$ cat src/fcs_map.svh
// register map, field positions, command codes and reset values of the flash command sequencer
`ifndef FCS_MAP_SVH
`define FCS_MAP_SVH

// register indices; byte address is four times the index
`define FCS_IDX_DIV 4'h0
`define FCS_IDX_CFG 4'h3
`define FCS_IDX_PROT 4'h4
`define FCS_IDX_STAT 4'h5
`define FCS_IDX_CMD 4'h6
`define FCS_IDX_TST_A 4'h7
`define FCS_IDX_ADDR 4'h8
`define FCS_IDX_DATA 4'hA
`define FCS_IDX_TST_B 4'hC
`define FCS_IDX_TST_C 4'hD
`define FCS_IDX_TST_D 4'hE
`define FCS_IDX_TST_E 4'hF

// status bit positions
`define FCS_ST_BEMPTY 7
`define FCS_ST_CPLT 6
`define FCS_ST_PROTECTION_VIOLATION_FLAG 5
`define FCS_ST_ACCESS_ERROR_FLAG 4
`define FCS_ST_BLANK 2

// divider, config and protection bit positions
`define FCS_DIV_LOADED 7
`define FCS_DIV_PRE8 6
`define FCS_CFG_BEIE 7
`define FCS_CFG_COMPLETE_IRQ_ENABLE 6
`define FCS_PROT_LOW 0
`define FCS_PROT_HIGH 1
`define FCS_PROT_OPEN 2

// command codes and writable command bits
`define FCS_CMD_VERIFY 8'h05
`define FCS_CMD_PROGRAM 8'h20
`define FCS_CMD_SECTOR 8'h40
`define FCS_CMD_MASS 8'h41
`define FCS_CMD_MASK 8'h65
`define FCS_SECTOR_MASK 16'hFC00

// reset values
`define FCS_RST_DIV 7'h00
`define FCS_RST_CFG 2'h0
`define FCS_RST_PROT 3'h0
`define FCS_RST_BYTE 8'h00
`define FCS_RST_WORD 16'h0000

// answers on the bus
`define FCS_RESP_OKAY 2'h0
`define FCS_RESP_SLVERR 2'h2

`endif

$ cat src/fcs_pkg.sv
// types shared by the flash command sequencer
package fcs_pkg;
    typedef enum logic [1:0] {
        SEQ_IDLE,
        SEQ_WORD,
        SEQ_CMD
    } fcs_seq_t;
endpackage

$ cat src/fcs_sequencer.sv
// flash command sequencer: AXI4-Lite registers, command queue, algorithm clock divider
//
// Our own choice: register access over AXI4-Lite.
`timescale 1ns/10ps
`default_nettype none
`include "fcs_map.svh"
module fcs_sequencer #(
    parameter int ADDR_W = 18
) (
    input wire logic mclk,
    input wire logic resetn,
    input wire logic [ADDR_W-1:0] s_axi_awaddr,
    input wire logic s_axi_awvalid,
    output logic s_axi_awready,
    input wire logic [31:0] s_axi_wdata,
    input wire logic [3:0] s_axi_wstrb,
    input wire logic s_axi_wvalid,
    output logic s_axi_wready,
    output logic [1:0] s_axi_bresp,
    output logic s_axi_bvalid,
    input wire logic s_axi_bready,
    input wire logic [ADDR_W-1:0] s_axi_araddr,
    input wire logic s_axi_arvalid,
    output logic s_axi_arready,
    output logic [31:0] s_axi_rdata,
    output logic [1:0] s_axi_rresp,
    output logic s_axi_rvalid,
    input wire logic s_axi_rready,
    input wire logic special_mode,
    output logic op_start,
    output logic [7:0] op_code,
    output logic [15:0] op_addr,
    output logic [15:0] op_data,
    input wire logic op_done,
    input wire logic op_blank,
    output logic alg_tick,
    output logic irq_buffer_empty,
    output logic irq_complete
);
    import fcs_pkg::*;

    // ****************************************
    // bus write capture
    // ****************************************
    logic aw_full;
    logic w_full;
    logic [ADDR_W-1:0] aw_addr;
    logic [31:0] w_data;
    logic [3:0] w_strb;
    logic wr_go;

    assign s_axi_awready = !aw_full;
    assign s_axi_wready = !w_full;
    // address and data may arrive in either order; write happens once both are held
    assign wr_go = aw_full && w_full && !s_axi_bvalid;

    always_ff @(posedge mclk) begin
        if (!resetn) begin
            aw_full <= 1'b0;
            aw_addr <= '0;
        end else if (s_axi_awvalid && !aw_full) begin
            aw_full <= 1'b1;
            aw_addr <= s_axi_awaddr;
        end else if (wr_go) begin
            aw_full <= 1'b0;
        end
    end

    always_ff @(posedge mclk) begin
        if (!resetn) begin
            w_full <= 1'b0;
            w_data <= '0;
            w_strb <= '0;
        end else if (s_axi_wvalid && !w_full) begin
            w_full <= 1'b1;
            w_data <= s_axi_wdata;
            w_strb <= s_axi_wstrb;
        end else if (wr_go) begin
            w_full <= 1'b0;
        end
    end

    function automatic logic idx_mapped(input logic [3:0] idx);
        case (idx)
            `FCS_IDX_DIV, `FCS_IDX_CFG, `FCS_IDX_PROT, `FCS_IDX_STAT,
            `FCS_IDX_CMD, `FCS_IDX_TST_A, `FCS_IDX_ADDR, `FCS_IDX_DATA,
            `FCS_IDX_TST_B, `FCS_IDX_TST_C, `FCS_IDX_TST_D, `FCS_IDX_TST_E: idx_mapped = 1'b1;
            default: idx_mapped = 1'b0;
        endcase
    endfunction

    // array window is the upper half of the address space
    logic w_arr;
    logic w_ok;
    logic w_reg;
    logic [3:0] widx;
    logic [7:0] wlo;
    assign w_arr = aw_addr[ADDR_W-1];
    assign widx = aw_addr[5:2];
    assign w_ok = w_arr || ((aw_addr[ADDR_W-2:6] == '0) && idx_mapped(widx));
    assign w_reg = wr_go && !w_arr;
    assign wlo = w_data[7:0];

    logic wr_arr;
    logic wr_div;
    logic wr_cfg;
    logic wr_prot;
    logic wr_stat;
    logic wr_cmd;
    assign wr_arr = wr_go && w_arr;
    assign wr_div = w_reg && widx == `FCS_IDX_DIV && w_strb[0];
    assign wr_cfg = w_reg && widx == `FCS_IDX_CFG && w_strb[0];
    assign wr_prot = w_reg && widx == `FCS_IDX_PROT && w_strb[0];
    assign wr_stat = w_reg && widx == `FCS_IDX_STAT && w_strb[0];
    assign wr_cmd = w_reg && widx == `FCS_IDX_CMD && w_strb[0];

    always_ff @(posedge mclk) begin
        if (!resetn) begin
            s_axi_bvalid <= 1'b0;
            s_axi_bresp <= `FCS_RESP_OKAY;
        end else if (wr_go) begin
            s_axi_bvalid <= 1'b1;
            s_axi_bresp <= w_ok ? `FCS_RESP_OKAY : `FCS_RESP_SLVERR;
        end else if (s_axi_bready) begin
            s_axi_bvalid <= 1'b0;
        end
    end

    // ****************************************
    // control registers
    // ****************************************
    logic [6:0] div_reg;
    logic div_loaded;
    logic [1:0] cfg_reg;
    logic [2:0] prot_reg;

    always_ff @(posedge mclk) begin
        if (!resetn) begin
            div_reg <= `FCS_RST_DIV;
            div_loaded <= 1'b0;
        end else if (wr_div) begin
            div_reg <= wlo[6:0];
            div_loaded <= 1'b1;
        end
    end

    always_ff @(posedge mclk) begin
        if (!resetn) begin
            cfg_reg <= `FCS_RST_CFG;
            prot_reg <= `FCS_RST_PROT;
        end else begin
            if (wr_cfg) begin
                cfg_reg <= {wlo[`FCS_CFG_BEIE], wlo[`FCS_CFG_COMPLETE_IRQ_ENABLE]};
            end
            if (wr_prot) begin
                prot_reg <= wlo[2:0];
            end
        end
    end

    // ****************************************
    // algorithm clock divider
    // ****************************************
    // period is (divider_value + 1) bus cycles, times eight when prescaled
    logic [2:0] pre_cnt;
    logic [5:0] div_cnt;
    logic pre_tick;
    assign pre_tick = !div_reg[`FCS_DIV_PRE8] || pre_cnt == 3'h7;

    always_ff @(posedge mclk) begin
        if (!resetn || !div_loaded) begin
            pre_cnt <= 3'h0;
            div_cnt <= 6'h00;
            alg_tick <= 1'b0;
        end else begin
            pre_cnt <= pre_cnt + 3'h1;
            alg_tick <= pre_tick && div_cnt == div_reg[5:0];
            if (pre_tick) begin
                div_cnt <= (div_cnt == div_reg[5:0]) ? 6'h00 : div_cnt + 6'h01;
            end
        end
    end

    // ****************************************
    // command write sequence
    // ****************************************
    fcs_seq_t seq;
    fcs_seq_t next_seq;
    logic access_error_flag;
    logic protection_violation_flag;
    logic bempty;
    logic cplt;
    logic blank;
    logic pend_valid;
    logic act_busy;
    logic launch;
    logic acc_set;
    logic pv_set;
    logic lock;
    logic cmd_ok;
    logic word_ok;
    logic [7:0] cmd_in;
    logic [7:0] cmd_reg;
    logic [15:0] addr_reg;
    logic [15:0] data_reg;

    assign lock = access_error_flag || protection_violation_flag;
    assign bempty = !pend_valid;
    assign word_ok = !aw_addr[0] && w_strb[1:0] == 2'b11;
    // ignored bits are dropped before the code is judged
    assign cmd_in = wlo & `FCS_CMD_MASK;
    assign cmd_ok = cmd_in == `FCS_CMD_VERIFY || cmd_in == `FCS_CMD_PROGRAM ||
                    cmd_in == `FCS_CMD_SECTOR || cmd_in == `FCS_CMD_MASS;

    always_comb begin
        next_seq = seq;
        acc_set = 1'b0;
        pv_set = 1'b0;
        launch = 1'b0;
        case (seq)
            SEQ_IDLE: begin
                if (wr_arr) begin
                    if (!div_loaded || !bempty || lock || !word_ok) begin
                        acc_set = 1'b1;
                    end else begin
                        next_seq = SEQ_WORD;
                    end
                end
            end
            SEQ_WORD: begin
                if (wr_cmd && cmd_ok) begin
                    next_seq = SEQ_CMD;
                end else if (wr_go) begin
                    // bad code, second word, early launch or any other write aborts
                    acc_set = 1'b1;
                    next_seq = SEQ_IDLE;
                end
            end
            SEQ_CMD: begin
                if (wr_go) begin
                    next_seq = SEQ_IDLE;
                    if (!wr_stat || !wlo[`FCS_ST_BEMPTY] || !div_loaded) begin
                        acc_set = 1'b1;
                    end else if (cmd_reg == `FCS_CMD_MASS && prot_reg != 3'h7) begin
                        pv_set = 1'b1;
                    end else begin
                        launch = 1'b1;
                    end
                end
            end
            default: begin
                next_seq = SEQ_IDLE;
            end
        endcase
    end

    always_ff @(posedge mclk) begin
        if (!resetn) begin
            seq <= SEQ_IDLE;
        end else begin
            seq <= next_seq;
        end
    end

    // new events win over a write-1 clear in the same cycle
    always_ff @(posedge mclk) begin
        if (!resetn) begin
            access_error_flag <= 1'b0;
            protection_violation_flag <= 1'b0;
        end else begin
            access_error_flag <= acc_set || (access_error_flag && !(wr_stat && wlo[`FCS_ST_ACCESS_ERROR_FLAG]));
            protection_violation_flag <= pv_set || (protection_violation_flag && !(wr_stat && wlo[`FCS_ST_PROTECTION_VIOLATION_FLAG]));
        end
    end

    // ****************************************
    // buffer stage registers
    // ****************************************
    always_ff @(posedge mclk) begin
        if (!resetn) begin
            cmd_reg <= `FCS_RST_BYTE;
            addr_reg <= `FCS_RST_WORD;
            data_reg <= `FCS_RST_WORD;
        end else begin
            if (seq == SEQ_IDLE && next_seq == SEQ_WORD) begin
                addr_reg <= aw_addr[15:0];
                data_reg <= w_data[15:0];
            end else begin
                if (special_mode && w_reg && widx == `FCS_IDX_ADDR) begin
                    if (w_strb[0]) addr_reg[7:0] <= w_data[7:0];
                    if (w_strb[1]) addr_reg[15:8] <= w_data[15:8];
                end
                if (special_mode && w_reg && widx == `FCS_IDX_DATA) begin
                    if (w_strb[0]) data_reg[7:0] <= w_data[7:0];
                    if (w_strb[1]) data_reg[15:8] <= w_data[15:8];
                end
            end
            if (seq == SEQ_WORD && next_seq == SEQ_CMD) begin
                cmd_reg <= wlo & `FCS_CMD_MASK;
            end
        end
    end

    // ****************************************
    // two-stage queue and completion flags
    // ****************************************
    logic move;
    assign move = pend_valid && !act_busy;

    always_ff @(posedge mclk) begin
        if (!resetn) begin
            pend_valid <= 1'b0;
            act_busy <= 1'b0;
            op_start <= 1'b0;
            op_code <= `FCS_RST_BYTE;
            op_addr <= `FCS_RST_WORD;
            op_data <= `FCS_RST_WORD;
        end else begin
            op_start <= move;
            if (launch) begin
                pend_valid <= 1'b1;
            end else if (move) begin
                pend_valid <= 1'b0;
            end
            if (move) begin
                act_busy <= 1'b1;
                op_code <= cmd_reg;
                op_data <= data_reg;
                // sector erase drops the in-sector offset
                op_addr <= (cmd_reg == `FCS_CMD_SECTOR) ?
                           (addr_reg & `FCS_SECTOR_MASK) : addr_reg;
            end else if (op_done) begin
                act_busy <= 1'b0;
            end
        end
    end

    always_ff @(posedge mclk) begin
        if (!resetn) begin
            cplt <= 1'b1;
            blank <= 1'b0;
        end else begin
            if (launch) begin
                cplt <= 1'b0;
            end else if (op_done && act_busy && !pend_valid) begin
                cplt <= 1'b1;
            end
            // a verify result landing with a new launch is kept, not lost
            if (op_done && act_busy && op_code == `FCS_CMD_VERIFY && op_blank) begin
                blank <= 1'b1;
            end else if (launch) begin
                blank <= 1'b0;
            end
        end
    end

    assign irq_buffer_empty = bempty && cfg_reg[1];
    assign irq_complete = cplt && cfg_reg[0];

    // ****************************************
    // bus read
    // ****************************************
    logic [3:0] ridx;
    logic r_ok;
    logic [31:0] rmux;
    assign ridx = s_axi_araddr[5:2];
    assign r_ok = s_axi_araddr[ADDR_W-1] ||
                  ((s_axi_araddr[ADDR_W-2:6] == '0) && idx_mapped(ridx));
    assign s_axi_arready = !s_axi_rvalid;

    always_comb begin
        rmux = 32'h00000000;
        // array reads and factory test slots return zero
        if (!s_axi_araddr[ADDR_W-1]) begin
            case (ridx)
                `FCS_IDX_DIV: rmux[7:0] = {div_loaded, div_reg};
                `FCS_IDX_CFG: rmux[7:6] = cfg_reg;
                `FCS_IDX_PROT: rmux[2:0] = prot_reg;
                `FCS_IDX_STAT: rmux[7:0] = {bempty, cplt, protection_violation_flag, access_error_flag, 1'b0, blank, 2'b00};
                `FCS_IDX_CMD: rmux[7:0] = cmd_reg & `FCS_CMD_MASK;
                `FCS_IDX_ADDR: rmux[15:0] = special_mode ? addr_reg : 16'h0000;
                `FCS_IDX_DATA: rmux[15:0] = special_mode ? data_reg : 16'h0000;
                default: rmux = 32'h00000000;
            endcase
        end
    end

    always_ff @(posedge mclk) begin
        if (!resetn) begin
            s_axi_rvalid <= 1'b0;
            s_axi_rdata <= 32'h00000000;
            s_axi_rresp <= `FCS_RESP_OKAY;
        end else if (s_axi_arvalid && !s_axi_rvalid) begin
            s_axi_rvalid <= 1'b1;
            s_axi_rdata <= rmux;
            s_axi_rresp <= r_ok ? `FCS_RESP_OKAY : `FCS_RESP_SLVERR;
        end else if (s_axi_rready) begin
            s_axi_rvalid <= 1'b0;
        end
    end
endmodule
`default_nettype wire

$ cat config.mk
export PLATFORM = sky130hd
export DESIGN_NAME = fcs_sequencer
export DESIGN_NICKNAME = d
export VERILOG_FILES = /design/src/fcs_pkg.sv /design/src/fcs_sequencer.sv
export VERILOG_INCLUDE_DIRS = /design/src
export SDC_FILE = /design/constraint.sdc
export NUM_CORES = 1
export LEC_CHECK = 0
export ABC_AREA = 0
export BUFFER_PORTS_ARGS = -buffer_cell sky130_fd_sc_hd__buf_4
export CORE_MARGIN = 8
export CORE_UTILIZATION = 54
export DETAILED_ROUTE_END_ITERATION = 8
export GPL_TIMING_DRIVEN = 0
export PLACE_DENSITY = 0.88
export SLEW_MARGIN = 10
export SYNTH_ARGS = -nofsm -noshare
export SYNTH_HDL_FRONTEND = slang
export SYNTH_SLANG_ARGS = --single-unit
$ cat constraint.sdc
create_clock -name mclk -period 2.21 [get_ports mclk]
set_input_delay 0.221 -clock mclk [delete_from_list [all_inputs] [get_ports mclk]]
set_output_delay 0.221 -clock mclk [all_outputs]
set_load 0.01 [all_outputs]
**After elaboration in Yosys (flattened, before gate mapping)**

Memories as Yosys holds them, arrays and structs flattened. A register that Yosys moved wholly into a read port is not among the register bits.
Index checks and enable logic that the tools add are counted.

- Logic and storage cells: 209
- Memories: 2
- Bits in read-only memories: 32
- Register bits after elaboration: 180

Memory list:

| memory | words | bits a word | rd ports | clocked after Yosys merged registers in | wr ports | line | source |
|---|---|---|---|---|---|---|---|
| (no name shown) | 16 | 1 | 1 | 0 | 0 | fcs_sequencer.sv:84 | `case (idx)` |
| (no name shown) | 16 | 1 | 1 | 1 | 0 | fcs_sequencer.sv:84 |  |

- Reduce and logical (&&, ||, !) cells: 91
- Multiplexer cells: 54
- $add $sub $neg: 2
- Equal/unequal tests: 27

Operator list:

| cell | number |
|---|---|
| 16-bit two-way mux | 7 |
| 1-bit logical AND | 39 |
| 4-bit equality test (second input constant) | 8 |
| 1-bit two-way mux | 29 |
| 4-bit by 3-bit equality test with 1-bit output (second input constant) | 7 |
| 2-bit nonzero test | 12 |
| 11-bit logical NOT | 2 |
| 3-bit one-hot mux with 6 select lines | 1 |
| 4-bit by 2-bit equality test with 1-bit output (second input constant) | 4 |
| 1-bit logical NOT | 16 |
| 8-bit two-way mux | 2 |
| 8-bit one-hot mux with 2 select lines | 1 |
| 1-bit logical OR | 15 |
| 3-bit one-hot mux with 5 select lines | 1 |
| 2-bit two-way mux | 6 |
| 2-bit one-hot mux with 6 select lines | 1 |
| 10-bit two-way mux | 1 |
| 4-bit logical NOT | 2 |
| 4-bit two-way mux | 2 |
| 2-bit AND reduction | 4 |
| 6-bit by 1-bit adder with 6-bit output (second input constant) | 1 |
| 2-bit equality test (second input constant) | 3 |
| 6-bit equality test | 1 |
| 6-bit two-way mux | 1 |
| 7 further kinds | 8 |

**Depth between registers and ports, before layout**

Gate-level depths: netlist of run 1.

- Depth after elaboration: 13
- Mapped depth: 8
- Depth with buffers taken out: 7

**Least setup slack after synthesis of run 1**

No wires, ideal clock.

- Kind: register to register
- From: register div_loaded
- To: register addr_reg[1]
- Arrival time: 1.680 ns
- Setup slack: 0.414 ns
- Clock period less this slack: 1.796 ns
- Cell stages (with the launch flop): 9
- Path through: dfxtp_1 clkbuf_1 and4bb_2 and4_1 buf_2 buf_4 mux2i_1 nand2_1 o211a_1

- Word-level cells in the longest chain between the ends: 11
- Elaborated cells between the ends (all ways): 13
- Classes of those cells: 1 x eq/ne; 4 x mux; 8 x reduce/logical

Ends and longest elaborated chain:

| what | line | source |
|---|---|---|
| start, declared | fcs_sequencer.sv:133 | `logic div_loaded;` |
| start signal, assigned | fcs_sequencer.sv:140 | `div_loaded <= 1'b0;` |
| start signal, assigned | fcs_sequencer.sv:143 | `div_loaded <= 1'b1;` |
| 1-bit logical NOT * | fcs_sequencer.sv:223 | `if (!div_loaded \|\| !bempty \|\| lock \|\| !word_ok) begin` |
| 1-bit logical OR * (3 in a row) | fcs_sequencer.sv:223 |  |
| 2-bit two-way mux * | fcs_sequencer.sv:223 |  |
| 2-bit two-way mux * | fcs_sequencer.sv:222 | `if (wr_arr) begin` |
| 2-bit one-hot mux with 3 select lines * | fcs_sequencer.sv:220 | `case (seq)` |
| 2-bit by 1-bit equality test with 1-bit output * | fcs_sequencer.sv:285 | `if (seq == SEQ_IDLE && next_seq == SEQ_WORD) begin` |
| 1-bit logical AND * | fcs_sequencer.sv:285 |  |
| 2-bit nonzero test (no source line) | -- |  |
| 2-bit AND reduction (no source line) | -- |  |
| end signal, assigned | fcs_sequencer.sv:282 | `` addr_reg <= `FCS_RST_WORD; `` |
| end signal, assigned | fcs_sequencer.sv:286 | `addr_reg <= aw_addr[15:0];` |
| end signal, assigned | fcs_sequencer.sv:290 | `if (w_strb[0]) addr_reg[7:0] <= w_data[7:0];` |
| end, declared | fcs_sequencer.sv:204 | `logic [15:0] addr_reg;` |

Every way passes the cells marked *; elsewhere a longest branch is shown, timed or not.
A chain may end at the register's enable or synchronous reset.

**Final worst setup path of run 1**

- From: register aw_addr[17]
- To: register addr_reg[4]

- Word-level cells in the longest chain between the ends: 11
- Elaborated cells between the ends (all ways): 17
- Classes of those cells: 1 x eq/ne; 4 x mux; 12 x reduce/logical

Ends and longest elaborated chain:

| what | line | source |
|---|---|---|
| start, declared | fcs_sequencer.sv:47 | `logic [ADDR_W-1:0] aw_addr;` |
| start signal, assigned | fcs_sequencer.sv:63 | `aw_addr <= s_axi_awaddr;` |
| 1-bit logical NOT | fcs_sequencer.sv:101 | `assign w_reg = wr_go && !w_arr;` |
| 1-bit logical AND | fcs_sequencer.sv:101 |  |
| 1-bit logical AND (no source line) | -- |  |
| 1-bit logical AND | fcs_sequencer.sv:115 | `` assign wr_cmd = w_reg && widx == `FCS_IDX_CMD && w_strb[0]; `` |
| 1-bit logical AND | fcs_sequencer.sv:231 | `if (wr_cmd && cmd_ok) begin` |
| 2-bit two-way mux | fcs_sequencer.sv:231 |  |
| 2-bit one-hot mux with 3 select lines | fcs_sequencer.sv:220 |  |
| 2-bit by 1-bit equality test with 1-bit output | fcs_sequencer.sv:285 |  |
| 1-bit logical AND | fcs_sequencer.sv:285 |  |
| 2-bit nonzero test (no source line) | -- |  |
| 2-bit AND reduction (no source line) | -- |  |

Several ways; a longest one is shown, not always the timed one.

==> impl_metrics.json, run 1 <==
{
  "status": "finished, final reports clean",
  "fmax_ghz": 0.483,
  "finalCritPeriodShare": 0.938,
  "io_buffers": 123,
  "grt_max_degree": 17,
  "hold_class": "in2reg",
  "grt_pass1_vias": 6506,
  "yosysSeqAreaShare": 0.450,
  "ys_top_cells_by_count": "nand2_1 (180), dfxtp_1 (163), a21boi_0 (67), clkbuf_1 (43), nor2b_1 (38)",
  "io_pins": 167,
  "gp_congestion": 0.955,
  "clock_path_buffers": 2,
  "fill_cells": 1081,
  "post_synth.cell_area_avg_um2": 8.76,
  "worst_pin_slew_ns": 0.817,
  "cp_max_fo": 10,
  "drv_slew": 0,
  "finalHoldViolCount": 0,
  "final_util": 0.689,
  "fin_worst_skew_ns": 0.0125,
  "finalSetupViolCount": 0,
  "netlist_area_um2": 7260,
  "place_area_um2": 8480,
  "wl_met3_mm": 2.00,
  "syn_to_final_growth_pct": 25.3,
  "diodes": 0,
  "numCtsBuffers": 17,
  "dieArea_um2": 17400,
  "grt_pass1_wl_mm": 33.9,
  "final_cell_area_um2": 9090,
  "largest_reg_flops": 18,
  "htree_levels": 4,
  "relSlewSlack": 0.451,
  "post_drt_wl_per_cell_um": 17.9,
  "hold_ws_ns": 0.0154,
  "netlist_instances": 828,
  "ir_drop_mv": 0.572,
  "critPathRequiredTime_ns": 2.53,
  "synth_area_leaders": "dfxtp_1 (45%), nand2_1 (9.3%), a21boi_0 (6.9%), mux2i_1 (5.1%), nor2b_1 (3.3%)",
  "ys_dominant_reg_cell": "dfxtp_1",
  "preCtsSetupSlack_ns": -0.0647,
  "multi_input_area_um2": 3670,
  "drive_above_1_share": 0.195,
  "dr_total_vias": 6596,
  "drtAntennaViolNets": 0,
  "crit_arrival_ns": 2.39,
  "worst_slack_ns": 0.138,
  "wirelength_met1_mm": 9.13,
  "cts_tree": "yes",
  "synth_top_cell_by_area": "dfxtp_1",
  "startpoint": "aw_addr[17]$_SDFFE_PN0P_",
  "cts.sinks": 163,
  "drt_pass1_iterations": 6,
  "async_reset_ff_frac": 0,
  "dr_wl_met2_mm": 9.57,
  "top_register": "aw_addr",
  "end_kind": "flop",
  "initialDrtViolationCount": 633,
  "yosysMostFrequentCell": "nand2_1",
  "antenna_found_initial": 0,
  "power.leakage_nw": 3.75,
  "ff_latch_area_um2": 3260,
  "fin_crit_ns": 2.07,
  "nets": 1083,
  "clkTransAtPathRegs_ns": 0.06,
  "synth_edf_count": 0,
  "fp.dieW_um": 132,
  "routed_wl_mm": 21.2,
  "initial_core_util": 0.550,
  "min_from": "s_axi_arvalid",
  "synthDistinctLibCells": 61,
  "path_class": "reg2reg",
  "route.detailed.drc": 0,
  "root_buffer": "clkbuf_16",
  "row_count": 42,
  "dieHeight_um": 132,
  "clock_latency_ns": 0.44,
  "dp_hpwl_mm": 16.1,
  "viasPerCell": 5.58,
  "rsz0062_at_grt": "yes",
  "coreArea_um2": 13200,
  "dr.max_layer_used": "met4",
  "yosysWarnings": 0,
  "synth-seq-cells": 163,
  "startpoint_type": "flop",
  "power_density_nw_per_um2": 695,
  "regToRegStartpoint": "aw_addr[17]$_SDFFE_PN0P_",
  "grtUsageTotal": 0.243,
  "grt-ovfl-total": 0,
  "drv_cap": 0,
  "synth_top_area_share": 0.450
}
-- cells by family (layout without fill, tap and decap cells) --
logic type | after synthesis | count (layout) | share of synthesized area
flip-flops | 163 | 163 | 0.450
AND/OR/NAND/NOR | 331 | 331 | 0.223
multiplexers | 37 | 37 | 0.0510
buffers and inverters | 87 | 245 | 0.0590
other | 1 | 22 | 0.000517
adder cells (fa/ha/maj) | 7 | 7 | 0.0121
AO/OA/AOI/OAI | 191 | 191 | 0.192
XOR/XNOR | 11 | 11 | 0.0133
-- power by group --
group / total [mW] / switching, mW / internal [mW]
sequential: 3.06 / 0.0670 / 2.99
combinational: 0.477 / 0.256 / 0.221
clock: 2.78 / 1.20 / 1.58
total: 6.32 / 1.52 / 4.79
-- timing repair --
item / in CTS / in global routing
setup endpoints to repair: 4 / 25
hold endpoints to repair: 2 / 0
resized for setup: 0 / 5
hold buffers: 2 / 0
setup buffers: 0 / 2
pin swaps: 1 / 1
-- metrics by stage --
stage                     TNS, ns  instances  total power, mW
after floorplan                 0        849             3.37
after global placement    -0.0466       1148             3.57
after detailed placement  -0.0647       1148             3.58
after CTS                       0       1181             6.32
after global routing      -0.0141       1183             6.53
final                           0       1183             6.32
-- layout make-up --
class	count	share of cell area
Multi-Input combinational cell	599	0.404
Timing Repair Buffer	127	0.105
Sequential cell	163	0.359
Clock inverter	11	0.0114
Inverter	9	0.00372
Tap cell	176	0.0242
Clock buffer	21	0.0496
Buffer	77	0.0429
-- layer usage --
layer / vias to the layer above / global-route usage
li1: 3170 / -
met1: 3063 / 0.313
met2: 322 / 0.380
met3: 41 / 0.0663
met4: 0 / 0.0900
met5: - / 0
-- final timing paths --
kind                                                  end  slack (ns)  depth (start not counted)
worst max-delay path             addr_reg[4]$_SDFFE_PN0P_        0.14                          7
worst min-delay path            s_axi_rvalid$_SDFFE_PN0P_        0.02                          2
worst max register to register   addr_reg[4]$_SDFFE_PN0P_        0.14                          7
worst min register to register      pre_cnt[0]$_SDFF_PP0_        0.42                          1
-- cell usage in the layout (no fill, tap or decap), types with 17 or more instances in the layout --
master	count
nand2_1	180
dfxtp_1	163
buf_4	148
a21boi_0	67
clkbuf_1	45
nor2b_1	38
mux2i_1	37
o21ai_0	29
a22oi_1	29
nand3_1	24
conb_1	22
nor2_1	20
clkbuf_16	17
-- critical path: stages (launching register included) --
cell	delay, ns
dfxtp_1	0.47
nor3b_1	0.33
and4_1	0.23
buf_2	0.21
buf_4	0.25
mux2i_1	0.20
nand2_1	0.11
o211a_1	0.16
Note: power is estimated with default switching activity, not from simulation.
==> inputs of run 2 (changes only) <==
Settings changed: RECOVER_POWER set to 50.
==> run 2 against run 1 <==
Effect of this change: clock power is essentially flat; design area shrank 2.6%; non-clock buffer count is the same; critical path depth is the same; die area is the same; largest cell class unchanged; largest power group unchanged.
==> impl_metrics.json, run 2 (synthesis results as in run 1) <==
{
  "status": "finished, final reports clean",
  "dieArea_um2": 17400,
  "initial_core_util": 0.550,
  "grt_pass1_vias": 6506,
  "grt-ovfl-total": 0,
  "startpoint_type": "flop",
  "drv_slew": 0,
  "final_common_cell": "nand2_1",
  "combPwrFrac": 0.074,
  "gp_congestion": 0.955,
  "grt_pass1_wl_mm": 33.9,
  "drv_cap": 0,
  "ff_latch_area_um2": 3260,
  "relSlewSlack": 0.455,
  "multi_input_area_um2": 3670,
  "hold_ws_ns": 0.0160,
  "clock_path_buffers": 2,
  "total_power_mw": 6.31,
  "htree_levels": 4,
  "hold_class": "in2reg",
  "top_register": "aw_addr",
  "crit_arrival_ns": 2.42,
  "finalHoldViolCount": 0,
  "fp.dieW_um": 132,
  "end_kind": "flop",
  "initialDrtViolationCount": 617,
  "drtAntennaViolNets": 0,
  "path_class": "reg2reg",
  "finalSetupViolCount": 0,
  "fin_worst_skew_ns": 0.0130,
  "grtUsageTotal": 0.243,
  "row_count": 42,
  "grt_max_degree": 17,
  "root_buffer": "clkbuf_16",
  "worst_pin_slew_ns": 0.810,
  "internal_power_mw": 4.78,
  "viasPerCell": 5.60,
  "ir_drop_mv": 0.572,
  "io_buffers": 123,
  "switching_share": 0.242,
  "largest_reg_flops": 18,
  "power_frac_clock": 0.442,
  "fin_crit_ns": 2.09,
  "fmax_ghz": 0.478,
  "finalCritPeriodShare": 0.946,
  "post_drt_wl_per_cell_um": 18.0,
  "numCtsBuffers": 17,
  "route.detailed.drc": 0,
  "io_pins": 167,
  "diodes": 0,
  "power_density_nw_per_um2": 713,
  "max_stage_delay_ns": 0.47,
  "routed_wl_mm": 21.3,
  "syn_to_final_growth_pct": 21.9,
  "nets": 1083,
  "cts.sinks": 163,
  "drt_pass1_iterations": 5,
  "cp_slowest_cell": "dfxtp_1",
  "critPathRequiredTime_ns": 2.53,
  "rsz0062_at_grt": "yes",
  "cp_cell_sequence": "nor3b_1, and4_1, buf_2, buf_4, mux2i_1, nand2_1, o211a_1",
  "clock_latency_ns": 0.44,
  "fill_cells": 1160,
  "layout_common_cells": "nand2_1 (180), dfxtp_1 (163), clkbuf_1 (113)",
  "clkTransAtPathRegs_ns": 0.06,
  "timing.setup.tns_ns": 0,
  "power.leakage_nw": 3.48,
  "cp_max_fo": 10,
  "seqPwrFrac": 0.484,
  "p_sw_mw": 1.53,
  "dp_hpwl_mm": 16.1,
  "drive_above_1_share": 0.131,
  "dr_total_vias": 6621,
  "cts_tree": "yes",
  "antenna_found_initial": 0,
  "dieHeight_um": 132,
  "coreArea_um2": 13200
}
==> run 2: changes by cell type in the layout (fill, tap and decap cells not counted), sizes merged <==
| cell | delta |
|---|---|
| buf | -68 |
| clkbuf | +68 |
==> run 2: worst paths after layout <==
| check | cells after the start | slack [ns] | endpoint | from |
|---|---|---|---|---|
| worst max-delay path | 7 | 0.12 | addr_reg[4]$_SDFFE_PN0P_ | aw_addr[17]$_SDFFE_PN0P_ |
| worst min-delay path | 2 | 0.02 | s_axi_rvalid$_SDFFE_PN0P_ | s_axi_arvalid |
| worst max register to register | 7 | 0.12 | addr_reg[4]$_SDFFE_PN0P_ | aw_addr[17]$_SDFFE_PN0P_ |
| worst min register to register | 1 | 0.42 | pre_cnt[0]$_SDFF_PP0_ | pre_cnt[0]$_SDFF_PP0_ |
==> run 2: repair_timing <==
action,in CTS,in global routing
resized for setup,0,5
hold buffers,2,0
pin swaps,1,1
cloned,0,0
buffers inserted,0,2
endpoints found under the hold margin,2,0
setup endpoints to repair,4,25
==> run 2: area by class of cell <==
class	count	share of cell area
timing repair buffer	127	0.0812
clock buffer	21	0.0509
buffer	77	0.0441
tap	176	0.0249
sequential	163	0.369
clock inverter	11	0.0117
inverter	9	0.00382
multi-input combinational	599	0.415
==> run 2: routing by layer <==
metal	GRT usage	part of all wire
met1	0.313	0.43
met2	0.380	0.45
met3	0.0663	0.099
met4	0.0900	0.026
met5	0	0
==> run 2: worst max-delay path, delay by kind of cell (launching register included) <==
kind / cells / cell delay [ns]
compound gates: 1 / 0.16
buf+inv: 2 / 0.47
flops: 1 / 0.47
mux: 1 / 0.20
simple gates: 3 / 0.68
==> run 2: stage by stage <==
step	worst slack [ns]	util	cells	area [um^2]
final	0.118	0.671	1183	8850
after global placement	-0.0466	0.643	1148	8480
after detailed placement	-0.0647	0.643	1148	8480
after floorplan	0.414	-	849	7340
after CTS	0.0842	0.686	1181	9050
after global routing	-0.0141	0.671	1183	8850
==> run 2: power by group through the flow <==
stage,clock (mW),combinational (mW),sequential [mW]
after global routing,2.94,0.517,3.06
after detailed placement,0,0.465,3.12
after CTS,2.80,0.471,3.05
after floorplan,0,0.282,3.09
after global placement,0,0.458,3.11
final,2.79,0.469,3.06
